[config.mk]
export PLATFORM = sky130hd
export DESIGN_NAME = mtl_timing_logic
export DESIGN_NICKNAME = d
export VERILOG_FILES = /design/src/mtl_pkg.sv /design/src/mtl_sync.sv /design/src/mtl_tick.sv /design/src/mtl_timing_logic.sv
export VERILOG_INCLUDE_DIRS = /design/src
export SDC_FILE = /design/constraint.sdc
export NUM_CORES = 1
export LEC_CHECK = 0
export BUFFER_PORTS_ARGS = -buffer_cell sky130_fd_sc_hd__buf_2
export CORE_AREA = 2 2 158 160
export CTS_CLUSTER_DIAMETER = 40
export DETAILED_ROUTE_END_ITERATION = 16
export DIE_AREA = 0 0 160 162
export PLACE_DENSITY = 0.37
export SLEW_MARGIN = 20
export SYNTH_ARGS = -nofsm -noshare
export SYNTH_HDL_FRONTEND = slang
export SYNTH_SLANG_ARGS = --single-unit
[constraint.sdc]
create_clock -name sys_clk -period 3.2 [get_ports sys_clk]
set_input_delay 0.32 -clock sys_clk [delete_from_list [all_inputs] [get_ports sys_clk]]
set_output_delay 0.32 -clock sys_clk [all_outputs]
set_load 0.03 [all_outputs]
[src/mtl_cfg.svh]
`ifndef MTL_CFG_SVH
`define MTL_CFG_SVH

// =====================================================================
// register map
`define MTL_OFF_CTRL     12'h000
`define MTL_OFF_DELAY    12'h004
`define MTL_OFF_HOLD     12'h008
`define MTL_OFF_STATUS   12'h00C

// =====================================================================
// control fields
`define MTL_CTRL_FN_LSB  0
`define MTL_CTRL_FN_MSB  6
`define MTL_CTRL_POL     8
`define MTL_CTRL_RNG_LSB 9
`define MTL_CTRL_RNG_MSB 10
`define MTL_CTRL_INV     11

// =====================================================================
// status fields
`define MTL_STAT_OUT     0
`define MTL_STAT_ACT     1
`define MTL_STAT_INH     2
`define MTL_STAT_PH_LSB  4
`define MTL_STAT_PH_MSB  6
`define MTL_STAT_CNT_LSB 8
`define MTL_STAT_CNT_MSB 15

// =====================================================================
// reset values and time setting limits (units of the range step)
`define MTL_FN_RESET     7'h41
`define MTL_TIME_RESET   8'h0A
`define MTL_TIME_MIN     8'h0A
`define MTL_TIME_MAX     8'h96

// =====================================================================
// function select codes, bit n-1 is selector switch n
`define MTL_FN_FOLLOW    7'h41
`define MTL_FN_ONDLY     7'h53
`define MTL_FN_OFFDLY    7'h55
`define MTL_FN_ONOFF     7'h51
`define MTL_FN_ONESHOT   7'h50
`define MTL_FN_DLYSHOT   7'h18
`define MTL_FN_LIMIT     7'h43
`define MTL_FN_REPEAT    7'h59
`define MTL_FN_EDGELATCH 7'h76
`define MTL_FN_LVLLATCH  7'h77
`define MTL_FN_DLYLATCH  7'h73
`define MTL_FN_LIMLATCH  7'h63

// =====================================================================
// range codes and timebase
`define MTL_RNG_LOW      2'h0
`define MTL_RNG_MID      2'h1
`define MTL_CLK_HZ       25000000
`define MTL_STEP_US      1000
`define MTL_STEP_CYCLES  (`MTL_CLK_HZ / 1000000 * `MTL_STEP_US)
`define MTL_DECADE_LAST  4'h9
`define MTL_CENTURY_LAST 7'h63

`endif

[src/mtl_pkg.sv]
package mtl_pkg;

  // ===================================================================
  // timing functions
  typedef enum logic [3:0] {
    MD_FOLLOW, MD_ONDLY, MD_OFFDLY, MD_ONOFF, MD_ONESHOT, MD_DLYSHOT,
    MD_LIMIT, MD_REPEAT, MD_EDGELATCH, MD_LVLLATCH, MD_DLYLATCH,
    MD_LIMLATCH, MD_NONE
  } mtl_mode_type;

  // ===================================================================
  // sequence phases
  typedef enum logic [2:0] {PH_IDLE, PH_DELAY, PH_ON, PH_HOLD, PH_LOCK} mtl_phase_type;

  // ===================================================================
  // module states
  typedef struct packed {
    logic [1:0] stage1;
    logic [1:0] stage2;
  } mtl_sync_state_type;

  typedef struct packed {
    logic [15:0] stepCnt;
    logic [3:0]  decCnt;
    logic [6:0]  centCnt;
    logic        tick;
  } mtl_tick_state_type;

  typedef struct packed {
    logic [6:0]    fnSel;
    logic          outPol;
    logic [1:0]    range;
    logic          inInvert;
    logic [7:0]    delaySet;
    logic [7:0]    holdSet;
    mtl_phase_type phase;
    logic [7:0]    cnt;
    logic          actPrev;
    logic [6:0]    fnPrev;
    logic          outLogic;
    logic          switchOut;
    logic          pready;
    logic          pslverr;
    logic [31:0]   prdata;
  } mtl_state_type;

endpackage

[src/mtl_sync.sv]
`timescale 1ns/1ps
`default_nettype none

module mtl_sync
(
  // clock and reset
  input  wire logic sys_clk,
  input  wire logic reset,
  // raw pins
  input  wire logic sensorIn,
  input  wire logic inhibitN,
  // synchronised levels
  output var  logic sensorSync,
  output var  logic inhibitNSync
);

  mtl_pkg::mtl_sync_state_type s;
  mtl_pkg::mtl_sync_state_type n;

  always_comb
  begin
    n        = s;
    n.stage1 = {sensorIn, inhibitN};
    n.stage2 = s.stage1;
  end

  // idle high on both pins: no input, no inhibit
  always_ff @(posedge sys_clk)
  begin
    if (reset)
    begin
      s.stage1 <= 2'h3;
      s.stage2 <= 2'h3;
    end
    else
    begin
      s <= n;
    end
  end

  assign sensorSync   = s.stage2[1];
  assign inhibitNSync = s.stage2[0];

endmodule

`default_nettype wire

[src/mtl_tick.sv]
`timescale 1ns/1ps
`default_nettype none
`include "mtl_cfg.svh"

module mtl_tick
#(
  parameter int STEP_CYCLES = `MTL_STEP_CYCLES
)
(
  // clock and reset
  input  wire logic       sys_clk,
  input  wire logic       reset,
  // range select
  input  wire logic [1:0] range,
  // one-cycle timebase pulse
  output var  logic       tick
);

  mtl_pkg::mtl_tick_state_type s;
  mtl_pkg::mtl_tick_state_type n;
  logic                        stepEnd;

  always_comb
  begin
    n       = s;
    stepEnd = (s.stepCnt == 16'(STEP_CYCLES - 1));
    n.stepCnt = stepEnd ? 16'h0000 : s.stepCnt + 16'h0001;
    if (stepEnd)
    begin
      n.decCnt  = (s.decCnt == `MTL_DECADE_LAST) ? 4'h0 : s.decCnt + 4'h1;
      n.centCnt = (s.centCnt == `MTL_CENTURY_LAST) ? 7'h00 : s.centCnt + 7'h01;
    end
    // step scaled by 1, 10 or 100 for the three ranges
    case (range)
      `MTL_RNG_LOW: n.tick = stepEnd;
      `MTL_RNG_MID: n.tick = stepEnd && (s.decCnt == `MTL_DECADE_LAST);
      default:      n.tick = stepEnd && (s.centCnt == `MTL_CENTURY_LAST);
    endcase
  end

  always_ff @(posedge sys_clk)
  begin
    if (reset)
    begin
      s <= '0;
    end
    else
    begin
      s <= n;
    end
  end

  assign tick = s.tick;

endmodule

`default_nettype wire

[src/mtl_timing_logic.sv]
// How it works
// follow mode: output copies the qualified input directly.
// follow mode: inhibit forces the output off while asserted.
// on-delay: output on after input held for delay; a gap restarts timing.
// on-delay: inhibit drops output and clears timer; release re-times.
// off-delay: output on at once; off after input absent for hold.
// off-delay: inhibit blocks new output; running output finishes hold.
// on-and-off delay: delay qualifies, hold releases, separate settings.
// on-and-off delay: inhibit clears delay; running output finishes hold.
// one-shot: input onset gives one pulse of hold length.
// one-shot: inhibit blocks triggering, never cuts a running pulse.
// delayed one-shot: onset starts delay, then hold pulse; re-arm needs new onset.
// delayed one-shot: inhibit in delay aborts; pulse unaffected.
// limit: output follows input until hold expires; removal clears timer.
// limit: inhibit turns output off; release with input restarts timer.
// repeat cycle: delay then hold pulse, repeating while input stays.
// repeat cycle: removal lets a running pulse end, then waits.
// repeat cycle: inhibit stops cycling, pulse ends; release starts delay.
// edge latch: onset latches on; inhibit clears; relatch needs new onset.
// level latch: input latches on; inhibit forces off; relatches after.
// delay latch: latch on after continuous delay; removal clears timer.
// delay latch: inhibit clears latch and timing, blocks output meanwhile.
// limit latch: like limit but stays off until inhibit pulse resets.
// seven-bit function code selects one of twelve functions.
// polarity bit inverts final output for normally closed use.
// two-bit range sets a shared timebase for delay and hold.
// invert bit makes high-going input the active level.
// pins are synchronised; timers count range-scaled ticks.
// reset clears timers and latches, output inactive.
//
// Local design decisions: the APB interface to the registers and the register addresses.
`timescale 1ns/1ps
`default_nettype none
`include "mtl_cfg.svh"

module mtl_timing_logic
#(
  parameter int STEP_CYCLES = `MTL_STEP_CYCLES
)
(
  // clock and reset
  input  wire logic        sys_clk,
  input  wire logic        reset,
  // apb slave
  input  wire logic        psel,
  input  wire logic        penable,
  input  wire logic        pwrite,
  input  wire logic [11:0] paddr,
  input  wire logic [31:0] pwdata,
  output var  logic [31:0] prdata,
  output var  logic        pready,
  output var  logic        pslverr,
  // sensor side pins
  input  wire logic        sensorIn,
  input  wire logic        inhibitN,
  // output switch
  output var  logic        switchOut
);

  mtl_pkg::mtl_state_type s;
  mtl_pkg::mtl_state_type n;
  logic                   sensorSync;
  logic                   inhibitNSync;
  logic                   tick;
  logic                   act;
  logic                   inh;
  logic                   rise;
  logic                   dlyDone;
  logic                   hldDone;
  logic                   cntEn;
  logic                   fnStable;
  mtl_pkg::mtl_mode_type  mode;

  // ===================================================================
  // helpers
  function automatic mtl_pkg::mtl_mode_type fnDecode(input logic [6:0] code);
    case (code)
      `MTL_FN_FOLLOW:    fnDecode = mtl_pkg::MD_FOLLOW;
      `MTL_FN_ONDLY:     fnDecode = mtl_pkg::MD_ONDLY;
      `MTL_FN_OFFDLY:    fnDecode = mtl_pkg::MD_OFFDLY;
      `MTL_FN_ONOFF:     fnDecode = mtl_pkg::MD_ONOFF;
      `MTL_FN_ONESHOT:   fnDecode = mtl_pkg::MD_ONESHOT;
      `MTL_FN_DLYSHOT:   fnDecode = mtl_pkg::MD_DLYSHOT;
      `MTL_FN_LIMIT:     fnDecode = mtl_pkg::MD_LIMIT;
      `MTL_FN_REPEAT:    fnDecode = mtl_pkg::MD_REPEAT;
      `MTL_FN_EDGELATCH: fnDecode = mtl_pkg::MD_EDGELATCH;
      `MTL_FN_LVLLATCH:  fnDecode = mtl_pkg::MD_LVLLATCH;
      `MTL_FN_DLYLATCH:  fnDecode = mtl_pkg::MD_DLYLATCH;
      `MTL_FN_LIMLATCH:  fnDecode = mtl_pkg::MD_LIMLATCH;
      default:           fnDecode = mtl_pkg::MD_NONE;
    endcase
  endfunction

  // settings kept inside the documented span of the range
  function automatic logic timerDone(input logic tk, input logic [7:0] cnt, input logic [7:0] set);
    logic [7:0] lim;
    lim = (set < `MTL_TIME_MIN) ? `MTL_TIME_MIN : (set > `MTL_TIME_MAX) ? `MTL_TIME_MAX : set;
    timerDone = tk && (({1'b0, cnt} + 9'h001) >= {1'b0, lim});
  endfunction

  function automatic logic addrKnown(input logic [11:0] a);
    addrKnown = (a == `MTL_OFF_CTRL) || (a == `MTL_OFF_DELAY) ||
                (a == `MTL_OFF_HOLD) || (a == `MTL_OFF_STATUS);
  endfunction

  // ===================================================================
  // input conditioning and timebase
  mtl_sync u_sync
  (
    .sys_clk      (sys_clk),
    .reset        (reset),
    .sensorIn     (sensorIn),
    .inhibitN     (inhibitN),
    .sensorSync   (sensorSync),
    .inhibitNSync (inhibitNSync)
  );

  mtl_tick #(.STEP_CYCLES(STEP_CYCLES)) u_tick
  (
    .sys_clk (sys_clk),
    .reset   (reset),
    .range   (s.range),
    .tick    (tick)
  );

  assign act      = s.inInvert ? sensorSync : ~sensorSync;
  assign inh      = ~inhibitNSync;
  assign rise     = act & ~s.actPrev;
  assign mode     = fnDecode(s.fnSel);
  assign fnStable = (s.fnSel == s.fnPrev);
  assign dlyDone  = timerDone(tick, s.cnt, s.delaySet);
  assign hldDone  = timerDone(tick, s.cnt, s.holdSet);

  // ===================================================================
  // sequencer and register file
  always_comb
  begin
    n         = s;
    n.actPrev = act;
    n.fnPrev  = s.fnSel;
    cntEn     = tick && (s.phase != mtl_pkg::PH_IDLE) && (s.phase != mtl_pkg::PH_LOCK) &&
                !((mode == mtl_pkg::MD_LIMLATCH) && !act);
    if (cntEn && (s.cnt != 8'hFF))
    begin
      n.cnt = s.cnt + 8'h01;
    end
    case (mode)
      mtl_pkg::MD_ONDLY, mtl_pkg::MD_DLYLATCH:
      begin
        case (s.phase)
          mtl_pkg::PH_IDLE:  if (act && !inh) n.phase = mtl_pkg::PH_DELAY;
          mtl_pkg::PH_DELAY:
          begin
            if (!act || inh) n.phase = mtl_pkg::PH_IDLE;
            else if (dlyDone) n.phase = mtl_pkg::PH_ON;
          end
          mtl_pkg::PH_ON:
          begin
            if (inh) n.phase = mtl_pkg::PH_IDLE;
            else if (!act && (mode == mtl_pkg::MD_ONDLY)) n.phase = mtl_pkg::PH_IDLE;
          end
          default:           n.phase = mtl_pkg::PH_IDLE;
        endcase
      end
      mtl_pkg::MD_OFFDLY, mtl_pkg::MD_ONOFF:
      begin
        case (s.phase)
          mtl_pkg::PH_IDLE:
          begin
            if (act && !inh)
              n.phase = (mode == mtl_pkg::MD_OFFDLY) ? mtl_pkg::PH_ON : mtl_pkg::PH_DELAY;
          end
          mtl_pkg::PH_DELAY:
          begin
            if (!act || inh) n.phase = mtl_pkg::PH_IDLE;
            else if (dlyDone) n.phase = mtl_pkg::PH_ON;
          end
          mtl_pkg::PH_ON:    if (!act || inh) n.phase = mtl_pkg::PH_HOLD;
          mtl_pkg::PH_HOLD:
          begin
            if (act && !inh) n.phase = mtl_pkg::PH_ON;
            else if (hldDone) n.phase = mtl_pkg::PH_IDLE;
          end
          default:           n.phase = mtl_pkg::PH_IDLE;
        endcase
      end
      mtl_pkg::MD_ONESHOT:
      begin
        case (s.phase)
          mtl_pkg::PH_IDLE:  if (rise && !inh) n.phase = mtl_pkg::PH_HOLD;
          mtl_pkg::PH_HOLD:  if (hldDone) n.phase = mtl_pkg::PH_IDLE;
          default:           n.phase = mtl_pkg::PH_IDLE;
        endcase
      end
      mtl_pkg::MD_DLYSHOT:
      begin
        case (s.phase)
          mtl_pkg::PH_IDLE:  if (rise && !inh) n.phase = mtl_pkg::PH_DELAY;
          mtl_pkg::PH_DELAY:
          begin
            if (inh) n.phase = mtl_pkg::PH_IDLE;
            else if (dlyDone) n.phase = mtl_pkg::PH_ON;
          end
          mtl_pkg::PH_ON:    if (hldDone) n.phase = mtl_pkg::PH_IDLE;
          default:           n.phase = mtl_pkg::PH_IDLE;
        endcase
      end
      mtl_pkg::MD_LIMIT, mtl_pkg::MD_LIMLATCH:
      begin
        case (s.phase)
          mtl_pkg::PH_IDLE:  if (act && !inh) n.phase = mtl_pkg::PH_ON;
          mtl_pkg::PH_ON:
          begin
            if (inh) n.phase = mtl_pkg::PH_IDLE;
            else if (!act && (mode == mtl_pkg::MD_LIMIT)) n.phase = mtl_pkg::PH_IDLE;
            else if (hldDone) n.phase = mtl_pkg::PH_LOCK;
          end
          mtl_pkg::PH_LOCK:
          begin
            if (inh) n.phase = mtl_pkg::PH_IDLE;
            else if (!act && (mode == mtl_pkg::MD_LIMIT)) n.phase = mtl_pkg::PH_IDLE;
          end
          default:           n.phase = mtl_pkg::PH_IDLE;
        endcase
      end
      mtl_pkg::MD_REPEAT:
      begin
        case (s.phase)
          mtl_pkg::PH_IDLE:  if (act && !inh) n.phase = mtl_pkg::PH_DELAY;
          mtl_pkg::PH_DELAY:
          begin
            if (!act || inh) n.phase = mtl_pkg::PH_IDLE;
            else if (dlyDone) n.phase = mtl_pkg::PH_ON;
          end
          mtl_pkg::PH_ON:
          begin
            if (hldDone) n.phase = (act && !inh) ? mtl_pkg::PH_DELAY : mtl_pkg::PH_IDLE;
          end
          default:           n.phase = mtl_pkg::PH_IDLE;
        endcase
      end
      mtl_pkg::MD_EDGELATCH, mtl_pkg::MD_LVLLATCH:
      begin
        case (s.phase)
          mtl_pkg::PH_IDLE:
          begin
            if (!inh && ((mode == mtl_pkg::MD_EDGELATCH) ? rise : act))
              n.phase = mtl_pkg::PH_ON;
          end
          mtl_pkg::PH_ON:    if (inh) n.phase = mtl_pkg::PH_IDLE;
          default:           n.phase = mtl_pkg::PH_IDLE;
        endcase
      end
      default:
      begin
        n.phase = mtl_pkg::PH_IDLE;
      end
    endcase
    // a change of function starts clean
    if (!fnStable)
    begin
      n.phase = mtl_pkg::PH_IDLE;
    end
    if (n.phase != s.phase)
    begin
      n.cnt = 8'h00;
    end
    case (mode)
      mtl_pkg::MD_FOLLOW:   n.outLogic = act && !inh;
      mtl_pkg::MD_LIMLATCH: n.outLogic = (n.phase == mtl_pkg::PH_ON) && act && !inh;
      mtl_pkg::MD_NONE:     n.outLogic = 1'b0;
      default:              n.outLogic = (n.phase == mtl_pkg::PH_ON) || (n.phase == mtl_pkg::PH_HOLD);
    endcase
    n.switchOut = n.outLogic ^ s.outPol;
    // apb: one wait state, write lands on the pready edge
    n.pready  = psel && penable && !s.pready;
    n.pslverr = 1'b0;
    n.prdata  = 32'h0000_0000;
    if (psel && penable && !s.pready)
    begin
      n.pslverr = !addrKnown(paddr);
      case (paddr)
        `MTL_OFF_CTRL:
        begin
          n.prdata[`MTL_CTRL_FN_MSB:`MTL_CTRL_FN_LSB]   = s.fnSel;
          n.prdata[`MTL_CTRL_POL]                       = s.outPol;
          n.prdata[`MTL_CTRL_RNG_MSB:`MTL_CTRL_RNG_LSB] = s.range;
          n.prdata[`MTL_CTRL_INV]                       = s.inInvert;
        end
        `MTL_OFF_DELAY: n.prdata[7:0] = s.delaySet;
        `MTL_OFF_HOLD:  n.prdata[7:0] = s.holdSet;
        `MTL_OFF_STATUS:
        begin
          n.prdata[`MTL_STAT_OUT]                         = s.outLogic;
          n.prdata[`MTL_STAT_ACT]                         = act;
          n.prdata[`MTL_STAT_INH]                         = inh;
          n.prdata[`MTL_STAT_PH_MSB:`MTL_STAT_PH_LSB]     = s.phase;
          n.prdata[`MTL_STAT_CNT_MSB:`MTL_STAT_CNT_LSB]   = s.cnt;
        end
        default: n.prdata = 32'h0000_0000;
      endcase
    end
    if (psel && penable && s.pready && pwrite)
    begin
      case (paddr)
        `MTL_OFF_CTRL:
        begin
          n.fnSel    = pwdata[`MTL_CTRL_FN_MSB:`MTL_CTRL_FN_LSB];
          n.outPol   = pwdata[`MTL_CTRL_POL];
          n.range    = pwdata[`MTL_CTRL_RNG_MSB:`MTL_CTRL_RNG_LSB];
          n.inInvert = pwdata[`MTL_CTRL_INV];
        end
        `MTL_OFF_DELAY: n.delaySet = pwdata[7:0];
        `MTL_OFF_HOLD:  n.holdSet  = pwdata[7:0];
        default:        n.fnSel    = s.fnSel;
      endcase
    end
  end

  always_ff @(posedge sys_clk)
  begin
    if (reset)
    begin
      s          <= '0;
      s.fnSel    <= `MTL_FN_RESET;
      s.fnPrev   <= `MTL_FN_RESET;
      s.delaySet <= `MTL_TIME_RESET;
      s.holdSet  <= `MTL_TIME_RESET;
      s.actPrev  <= 1'b1;
    end
    else
    begin
      s <= n;
    end
  end

  assign prdata    = s.prdata;
  assign pready    = s.pready;
  assign pslverr   = s.pslverr;
  assign switchOut = s.switchOut;
endmodule

`default_nettype wire

# Word level (Yosys, flattened, before mapping)
# Cells that the tools add are included.
# W data, S select, Z words.
dict set report word_totals {
  ff_bits 114
  wordCells 175
}
dict set report classes {
  n_addsub 5
  order_cmp 6
  n_eq_ne 41
  n_mux 48
  bitwise_logic 7
  n_reduce_logical 45
}
# operator count
set ops {}
lappend ops {{$eq A7 B7 Y1 const B} 12}
lappend ops {{$mux W3} 22}
lappend ops {{$pmux W4 S12} 1}
lappend ops {{$pmux W3 S3} 4}
lappend ops {{$pmux W3 S4} 3}
lappend ops {{$mux W8} 4}
lappend ops {{$eq A12 B4 Y1 const B} 2}
lappend ops {{$eq A4 B4 Y1 const B} 6}
lappend ops {{$pmux W3 S7} 1}
lappend ops {{$logic_and A1 B1 Y1} 20}
lappend ops {{$ge A9 B8 Y1} 2}
lappend ops {{$add A16 B1 Y16 const B} 1}
lappend ops {{$eq A16 B15 Y1 const B} 1}
lappend ops {{$eq A4 B3 Y1 const B} 4}
lappend ops {{$gt A8 B8 Y1 const B} 2}
lappend ops {{$lt A8 B4 Y1 const B} 2}
lappend ops {{$reduce_or A2 Y1} 7}
lappend ops {{$eq A12 B3 Y1 const B} 1}
lappend ops {{$eq A3 B2 Y1 const B} 4}
lappend ops {{$logic_not A12 Y1} 1}
lappend ops {{$pmux W3 S2} 2}
lappend ops {{$add A8 B1 Y9 const B} 1}
lappend ops {{$add A8 B1 Y8 const B} 1}
lappend ops {{$eq A4 B2 Y1 const B} 2}
lappend ops {{other kinds (29)} 46}

# Depth between registers and ports, before layout
# Gate-level depths: netlist of the first run.
dict set report logic_depth {
  ltp_word 16
  mapped_depth 17
  depth_no_buf 16
}

# Cells and area by module
# A second synthesis of the first run with hierarchy kept.
dict set report unflattened {
  hier_cells 666
  hier_area_um2 5791.8
}
# mod instances cells_per_inst area_each_um2
set modules_own_cells {}
lappend modules_own_cells {mtl_timing_logic 1 507 4365.4}
lappend modules_own_cells {mtl_tick 1 151 1321.3}
lappend modules_own_cells {mtl_sync 1 8 105.1}

# Worst setup path after synthesis of the first run
# Ideal clock, no wire load.
dict set report synth_path {
  kind {reg-to-reg}
  startpoint {reg s[44] (netlist bit)}
  endpoint {reg s[45] (netlist bit)}
  setup_time_ps 135
  t_arrival_ps 3373
  setup_slack_ps -307
  stages_incl_launch_ff 16
  n_path_buf 2
  path_cell_list {dfxtp_1 ha_1 clkbuf_1 nand3_1 xnor2_1 ha_1 and4_1 a311o_1 a21oi_1 nor2_1 a311oi_1 o2111a_1 nand3b_1 and4b_1 buf_6 a21oi_2}
}
dict set report synth_between {
  elab_chain_len 11
  elab_cells_between_ends 27
}
# item line_no
set synth_rtl {}
lappend synth_rtl {{from (decl)} mtl_timing_logic.sv:60} ;# mtl_pkg::mtl_state_type s;
lappend synth_rtl {{from (signal assigned)} mtl_timing_logic.sv:333} ;# s <= n;
lappend synth_rtl {{$add A8 B1 Y9} mtl_timing_logic.sv:98} ;# timerDone = tk && (({1'b0, cnt} + 9'h001) >= {1'b0, lim});
lappend synth_rtl {{$ge A9 B8 Y1} mtl_timing_logic.sv:98}
lappend synth_rtl {{$logic_and A1 B1 Y1} mtl_timing_logic.sv:98}
lappend synth_rtl {{$mux W3} mtl_timing_logic.sv:216} ;# else if (hldDone) n.phase = mtl_pkg::PH_LOCK;
lappend synth_rtl {{$mux W3} mtl_timing_logic.sv:215} ;# else if (!act && (mode == mtl_pkg::MD_LIMIT)) n.phase = mtl_pkg::PH_IDLE;
lappend synth_rtl {{$mux W3} mtl_timing_logic.sv:214} ;# if (inh) n.phase = mtl_pkg::PH_IDLE;
lappend synth_rtl {{$pmux W3 S3} mtl_timing_logic.sv:210} ;# case (s.phase)
lappend synth_rtl {{$pmux W3 S7} mtl_timing_logic.sv:147} ;# case (mode)
lappend synth_rtl {{$mux W3} mtl_timing_logic.sv:260} ;# if (!fnStable)
lappend synth_rtl {{$ne A3 B3 Y1} mtl_timing_logic.sv:264} ;# if (n.phase != s.phase)
lappend synth_rtl {{$reduce_or A2 Y1 (no source line)} n/a}
# Parallel ways exist; a longest one is shown, timed or not.
# A chain may end at the register's enable or synchronous reset.

# Worst setup path after layout of the first run
dict set report layout_path {
  startpoint {reg s[63] (netlist bit)}
  endpoint {reg s[45] (netlist bit)}
}
dict set report layout_between {
  elab_chain_len 12
  elab_cells_between_ends 17
}
# item line_no
set layout_rtl {}
lappend layout_rtl {{$gt A8 B8 Y1 (no source line)} n/a}
lappend layout_rtl {{$mux W8} mtl_timing_logic.sv:97} ;# lim = (set < `MTL_TIME_MIN) ? `MTL_TIME_MIN : (set > `MTL_TIME_MAX) ? `MTL_TIME_MAX : set;
lappend layout_rtl {{$mux W8 (*)} mtl_timing_logic.sv:97}
lappend layout_rtl {{$ge A9 B8 Y1 (*)} mtl_timing_logic.sv:98}
lappend layout_rtl {{$logic_and A1 B1 Y1 (*)} mtl_timing_logic.sv:98}
lappend layout_rtl {{$mux W3 (*)} n/a}
lappend layout_rtl {{$mux W3 (on tied branches)} {mtl_timing_logic.sv:154, mtl_timing_logic.sv:201}}
lappend layout_rtl {{$pmux W3 S4 (tied with other cells)} mtl_timing_logic.sv:167} ;# case (s.phase)
lappend layout_rtl {{$pmux W3 S7 (*)} mtl_timing_logic.sv:147}
lappend layout_rtl {{$mux W3 (*)} mtl_timing_logic.sv:260}
lappend layout_rtl {{$ne A3 B3 Y1 (*)} mtl_timing_logic.sv:264}
lappend layout_rtl {{$reduce_or A2 Y1 (no source line) (*)} n/a}
# Mark *: on every way between the ends. The rest lies on a longest branch, timed or not.

==> results of run 1 <==
-- layout by cell type (no fill, tap or decap), types with 8 or more instances in the layout --
cell | Yosys | layout
sky130_fd_sc_hd__a21oi_1 | 18 | 14
sky130_fd_sc_hd__a21oi_2 | 7 | 10
sky130_fd_sc_hd__and3_1 | 11 | 9
sky130_fd_sc_hd__buf_2 | 3 | 49
sky130_fd_sc_hd__buf_4 | 33 | 82
sky130_fd_sc_hd__clkbuf_16 | 0 | 9
sky130_fd_sc_hd__conb_1 | 1 | 16
sky130_fd_sc_hd__dfxtp_1 | 98 | 85
sky130_fd_sc_hd__dfxtp_2 | 0 | 11
sky130_fd_sc_hd__ha_1 | 19 | 15
sky130_fd_sc_hd__inv_1 | 15 | 14
sky130_fd_sc_hd__mux2i_1 | 24 | 24
sky130_fd_sc_hd__nand2_1 | 44 | 43
sky130_fd_sc_hd__nand3_1 | 24 | 19
sky130_fd_sc_hd__nand4_1 | 11 | 11
sky130_fd_sc_hd__nor2_1 | 87 | 82
sky130_fd_sc_hd__nor2b_1 | 22 | 22
sky130_fd_sc_hd__nor3_1 | 9 | 9
sky130_fd_sc_hd__o21ai_0 | 17 | 8
sky130_fd_sc_hd__or2_2 | 12 | 12
sky130_fd_sc_hd__xnor2_1 | 18 | 15
sky130_fd_sc_hd__xor2_1 | 24 | 22
-- worst max-delay path by stage --
stage          slack, ps     to
2_1_floorplan          5  s[44]
3_3_place_gp        -460  s[44]
3_5_place_dp        -570  s[45]
4_1_cts             -160  s[44]
5_1_grt             -330  s[45]
6_report            -160  s[45]
-- Yosys cell counts (18+ instances only) --
library cell               count  area, um2
sky130_fd_sc_hd__dfxtp_1      98       1960
sky130_fd_sc_hd__nor2_1       87        327
sky130_fd_sc_hd__nand2_1      44        165
sky130_fd_sc_hd__buf_4        33        248
sky130_fd_sc_hd__clkbuf_1     24       90.1
sky130_fd_sc_hd__mux2i_1      24        240
sky130_fd_sc_hd__nand3_1      24        120
sky130_fd_sc_hd__xor2_1       24        210
sky130_fd_sc_hd__nor2b_1      22        138
sky130_fd_sc_hd__ha_1         19        238
sky130_fd_sc_hd__a21oi_1      18       90.1
sky130_fd_sc_hd__xnor2_1      18        158
-- state kept, by name, summed over array words and instances (netlist names) --
signal	count
prdata	16
s	40
switchOut	1
u_sync.inhibitNSync	1
u_sync.n	2
n	7
pslverr	1
u_tick.tick	1
u_sync.sensorSync	1
pready	1
u_tick.s	27
-- cell families after synthesis --
| group | Yosys count | synth area share |
|---|---|---|
| mux | 29 | 0.0645 |
| xor+xnor | 42 | 0.0672 |
| other cells | 1 | 0.000685 |
| flops | 98 | 0.359 |
| simple gates | 275 | 0.261 |
| fa+ha+maj | 19 | 0.0434 |
| compound gates | 93 | 0.124 |
| buf+inv | 79 | 0.0803 |
-- where the power goes --
group / internal, mW / switching [mW] / leakage [nW] / total (mW)
sequential: 1.22 / 0.00661 / 0.796 / 1.23
clock: 0.558 / 0.570 / 0.145 / 1.13
combinational: 0.0424 / 0.0907 / 1.91 / 0.133
-- layer usage --
metal	part of all wire	vias to the layer above	GRT usage	wire length [um]
li1	-	2387	-	-
met1	0.47	2304	0.171	7950
met5	0.00077	-	0	13
met3	0.034	17	0.0281	568
met4	0.015	2	0.0393	250
met2	0.48	78	0.212	8000
-- final cells by class --
class / instances / area (um2) / area share
antenna: 2 / 5.00 / 0.000701
clock buffer: 9 / 225 / 0.0315
clock inverter: 7 / 75.1 / 0.0105
inverter: 15 / 58.8 / 0.00823
multi-input combinational: 474 / 3470 / 0.486
sequential: 98 / 1980 / 0.278
tap: 324 / 405 / 0.0568
timing repair buffer: 136 / 917 / 0.128
-- per-stage QoR --
| stage | std cells | setup TNS [ps] |
|---|---|---|
| floorplan | 651 | 0 |
| global placement | 1038 | -4390 |
| detailed placement | 1038 | -5190 |
| CTS | 1061 | -1350 |
| global route | 1063 | -3050 |
| finish | 1065 | -1340 |
-- repair_timing --
| action | in CTS | in global routing |
|---|---|---|
| setup endpoints to repair | 12 | 11 |
| gates resized for setup | 54 | 38 |
| buffers inserted | 9 | 3 |
| pin swaps | 33 | 32 |
==> results list, run 1 <==
- Outcome: finished with violations
* Violations in the final reports: setup timing
- Half-perimeter wire length after placement: around 13000 um
- Setup slack, reg-to-reg: -160 ps
- For the worst-skew pair, the clock arrives at the later sink with an insertion delay of 360 ps.
- Maximum number of pins on one net before global-route repair: 52
* Gr usage total: 0.129
- Reg-to-Reg Start: s[63]
- TritonCTS built the clock tree.
* Number of antenna violations at the first check in global routing: 2
- Data arrival, critical path: 3610 ps
* Vias in the first global route: 4701
- The H-tree was split into 3 levels.
- Final GP Congestion: 0.813
- Period minus WS final: 3360 ps
* Number of buffers and inverters on the critical path: 2
- Clock skew on the completed layout was measured at 14.6 ps.
* Final Util: 0.296
- The critical path runs through a total of 17 cells.
* Final routed wirelength across all metal layers: roughly 17000 um
* Horizontal die dimension: 160 um
* Die area: 25900 um2
* Pre-CTS setup slack: -568 ps
* Leakage: ~2.9 nW
* Flop and latch count out of synthesis: 98
- Number of nets in the layout: 804
* Count of mapped cells out of synthesis: approximately 640
* Type of destination of the critical path: flop
- Initial Util: 0.227
* Die extent in y: 162 um
- Worst voltage drop across the vdd grid: 247 uV
- For this design the top-level I/O count stands at between 80 and 90.
* Critical path startpoint category: flop
* Worst-path cell with the longest stage delay: sky130_fd_sc_hd__and4b_4
- The detailed router finished its first iteration with 178 violations.
- Count of input and output buffers: 49
* Fraction of synthesis flops using an asynchronous set or reset pin: 0
- Hold violation total from the final report: 0
- Number of synthesized flops with an enable pin: 0
* Timing-limited maximum frequency: 297 MHz
- The path with the worst hold slack has its endpoint at u_sync.n[0].
- Pins over their slew limit: 0
- Hold Path Depth: 2
* Detailed-route wire length per cell: 15.8 um
* Clock sink total: 98
- A synthesized cell averages 8.60 um2.
- Share of final-layout standard cells stronger than drive strength 1: 0.338
- In this design, the stage delay of the slowest critical-path cell is 380 ps.
- Summing over every cut layer, the via total after detailed routing is 4788.
* Maximum buffer depth of the clock tree: 2
- Across the run, the number of max-cap violations was 0.
* Final Total Pwr: about 2.5 mW
- Capturing point of the worst reg2reg path: s[45]
* Critical path, cell by cell: a31oi_4 -> nor2b_1 -> o21ai_1 -> buf_4 -> and3_4 -> ha_4 -> nor2b_1 -> o21ai_2 -> a311o_1 -> a21oi_4 -> nor2_4 -> buf_4 -> o311a_1 -> and4_4 -> nand3b_1 -> and4b_4 -> a21oi_2
* Cell area after technology mapping: 5470 um2
* Placement Rows: 57
- The most used flip-flop cell after synthesis is sky130_fd_sc_hd__dfxtp_1.
- The first global-routing pass estimated 26200 um of wire.
- Among cell families on the critical path, the largest total delay comes from compound AO/OA/AOI/OAI gates.
- CP startpoint: s[63]
- From synthesis to final layout, the design area changed by 30.6%.
* CTS hold repair buffers: 0
- The worst hold path begins at inhibitN.
- CTS placed an instance of sky130_fd_sc_hd__clkbuf_16 at the clock tree root.
* Cell area power density: 349 nW/um2
- Vias per Instance: 4.50
- Clock tree synthesis inserted a total of 9 buffers.
- Relative slew margins: 0.510
- Of the available clock period, the critical path in the final layout requires 1.05.
- Pin slew with the least headroom to its limit: 736 ps
- Fill cell total of the finished layout: 2628
- In this run the remaining antenna-violating nets after routing total 0.
- The path class of the tightest hold or removal check is primary input to flop.
- Core region area: 24100 um2
* Clock-pin slew on the worst setup and hold paths: about 80 ps
- In the post-route analysis, the smallest setup slack over all paths is -162 ps.
* Number of library cell types mapped by synthesis: 67
- Worst-path fanout max: 8
- Across all hold checks on the routed design, the worst slack comes to 142 ps.
- RSZ-0062 raised after global routing: true
* Cell area after placement: 6410 um2
* Data required, critical path: 3450 ps
* Total global routing overflow: 0
- The critical path in this run is classified as flop to flop.
- For this run, the detailed router's first-pass iteration total came to 4.
- In the routed design, unresolved DRC markers number 0.
* Count of warnings emitted by yosys: 0
- Final std cell area, no fill: 7140 um2
- Fraction of the yosys area taken by sequential cells: 0.359
- Setup violations remaining at the end of the flow were counted as 9.
- Counting cells, the worst reg-to-reg path comes to 17.
No activity file was read; power rests on OpenSTA's default activity.
==> run 2, diff against run 1 <==
--- a/config.mk
+++ b/config.mk
@@ -7,11 +7,12 @@
 export NUM_CORES = 1
 export LEC_CHECK = 0
 export BUFFER_PORTS_ARGS = -buffer_cell sky130_fd_sc_hd__buf_2
-export CORE_AREA = 2 2 158 160
+export CORE_AREA = 2 2 108 110
 export CTS_CLUSTER_DIAMETER = 40
 export DETAILED_ROUTE_END_ITERATION = 16
-export DIE_AREA = 0 0 160 162
-export PLACE_DENSITY = 0.37
+export DIE_AREA = 0 0 110 112
+export PLACE_DENSITY = 0.7
+export RECOVER_POWER = 25
 export SLEW_MARGIN = 20
 export SYNTH_ARGS = -nofsm -noshare
 export SYNTH_HDL_FRONTEND = slang
==> results list, run 2 (synthesized netlist as in run 1, its figures left out) <==
- Count of input and output buffers: 49
- The routed design could run at a clock period as short as 3360 ps.
* Cell area power density: 354 nW/um2
* Final setup vio count: 9
* Most common cell after layout, fill and taps aside: sky130_fd_sc_hd__dfxtp_1
* Final routed DRC violation total: 0
- Top-level I/O count: 86
- Counting along the longest clock path gives a buffer depth of 2.
* Antenna cells: 0
- Data arrival, critical path: 3600 ps
* Die area: 12300 um2
* Critical path startpoint category: flop
- The pre-antenna-repair detailed-routing pass consisted of 5 iterations.
- Type of destination of the critical path: flop
- Number of maximum-capacitance violations: 0
- Entering global routing, the biggest net connects 52 pins.
- Hold_sp: inhibitN
- Half-perimeter wire length after placement: between 10000 and 15000 um
* Final worst-path cycle share: 1.05
* Pin slew with the least headroom to its limit: 686 ps
- Share of final-layout standard cells stronger than drive strength 1: 0.291
- The congestion estimate from routability-driven global placement came to 0.909.
* Detail Route Antenna Nets: 0
- Setup slack, reg-to-reg: -160 ps
- The register with the most flip-flops in the layout has 40 of them.
- The initial utilization of the core area, before any placement, comes to 0.490.
* Number of buffers inserted during clock tree synthesis: 9
- Worst Skew: 11.6 ps
- The area growth from synthesis to layout is 23.4%.
* Setup TNS Final: -1320 ps
- The worst hold path was traced through 2 stages.
- Pins over their slew limit: 0
* Final Worst Setup Slack: -165 ps
- Along the worst path, the maximum fanout reaches 8.
- The worst register-to-register path begins at s[63].
* Pre-CTS setup slack: -345 ps
- Register with the highest flop count: s
* Horizontal die dimension: approximately 110 um
* Worst voltage drop across the vdd grid: roughly 460 uV
- Root buf cell: sky130_fd_sc_hd__clkbuf_16
- The initial antenna violation count came to 0.
- Summing over every cut layer, the via total after detailed routing is 4789.
* Worst-path cell with the longest stage delay: sky130_fd_sc_hd__a311o_1
* Fill cell total of the finished layout: 979
- Setup repair after global routing could not meet its margin everywhere.
- Logic depth of the worst register-to-register path: 17
- Leakage: about 2.7 nW
- The final reports fail on setup timing.
- Hold repair after CTS inserted 0 buffers.
* Relative slew margins: 0.539
- The core region is 11200 um2.
* Hold violation total from the final report: 0
* First DRT Iteration DRCs: ~200
- The critical path is of the flop to flop type.
* Vias per Instance: 5.50
* Clock latency on the worst-skew pair: 360 ps
* Final routed wirelength across all metal layers: 14400 um
- Total global routing overflow: 0
- Timing-limited maximum frequency: 297 MHz
* Gr usage total: 0.245
- Critical path, cell by cell: a31oi_1 -> nor2b_1 -> o21ai_2 -> buf_4 -> a21boi_2 -> ha_1 -> and4_1 -> a311o_1 -> a21oi_4 -> buf_6 -> o22ai_1 -> nand3_1 -> o2111a_2 -> nand3b_1 -> and4b_1 -> buf_12 -> a21oi_2
- Clock sink total: 98
* Placement Rows: 39
- Hold path endpoint: u_sync.n[0]
- In this run the vertical extent of the chip is approximately 110 um.
* Data required, critical path: 3440 ps
* Number of nets in the layout: 793
* Commonest cells after routing, fill and taps aside: sky130_fd_sc_hd__dfxtp_1 (88), sky130_fd_sc_hd__nor2_1 (81), sky130_fd_sc_hd__buf_4 (68)
- Capturing point of the worst reg2reg path: s[48]
- The tightest min-delay check is of the primary input to flop type.
- The H-tree was split into 3 levels.
* Detailed-route wire length per cell: ~17 um
* Wire length of the first global-routing pass: approximately 23000 um
- The run finished, with violations left.
- Worst stage delay on the critical path: 390 ps
- The via count of the first global-routing pass came to 4924.
- TritonCTS built the clock tree.
- Clock-pin slew was measured on the worst setup and hold paths at 70 ps.
## run 2: cell types whose count changed in the layout (fill, tap and decap cells not counted), sizes merged
cell      previous run  this run
inv                 20        17
clkinvlp             1         0
clkbuf               9        26
diode                2         0
buf                136       110
clkinv               1         3
## run 2: layer usage
metal  vias up  global-route usage  part of all wire
met5         -                   0                 0
met4         0              0.0937             0.026
met3        27              0.0486             0.057
met2       140               0.426              0.50
met1      2261               0.293              0.41
li1       2361                   -                 -
## run 2: area by class of cell
| cell class | instances | area, um2 | area share |
|---|---|---|---|
| Timing Repair Buffer | 125 | 830 | 0.123 |
| Tap cell | 143 | 179 | 0.0265 |
| Multi-Input combinational cell | 474 | 3430 | 0.508 |
| Inverter | 15 | 56.3 | 0.00834 |
| Clock buffer | 11 | 243 | 0.0360 |
| Sequential cell | 98 | 1980 | 0.293 |
| Clock inverter | 5 | 36.3 | 0.00538 |
## run 2: worst max-delay path by stage
stage / start / end / slack (ps) / depth (start not counted)
4_1_cts: s[65] / s[44] / -110 / 17
5_1_grt: s[63] / s[47] / -290 / 16
3_5_place_dp: s[60] / s[50] / -350 / 16
3_3_place_gp: s[44] / s[44] / -310 / 15
2_1_floorplan: s[44] / s[44] / 5 / 15
6_report: s[63] / s[48] / -160 / 17
## run 2: worst max-delay path, delay by kind of cell (launching register included)
kind,cells,cell delay (ps)
AOI/OAI and AO/OA,8,1470
and+or+nand+nor,5,710
adders and majority gates,1,260
buffers and inverters,3,460
DFF,1,320
## run 2: timing repair
item	4_1_cts	5_1_grt
setup buffers	10	2
endpoints found under the setup margin	10	10
resized for setup	60	19
pin swaps	34	20
## run 2: per-stage QoR
step	cells	utilization	cell area [um2]	hold slack (ps)	total power [mW]
3_5_place_dp	847	0.546	6100	411	1.38
3_3_place_gp	847	0.546	6100	392	1.38
2_1_floorplan	651	-	5540	389	1.36
4_1_cts	870	0.597	6680	137	2.41
5_1_grt	871	0.604	6750	151	2.47
6_report	871	0.604	6750	145	2.39
## run 2: power breakdown
group	total, mW	internal (mW)	switching (mW)
clock network	1.03	0.553	0.478
logic	0.125	0.0408	0.0844
registers	1.23	1.23	0.00635
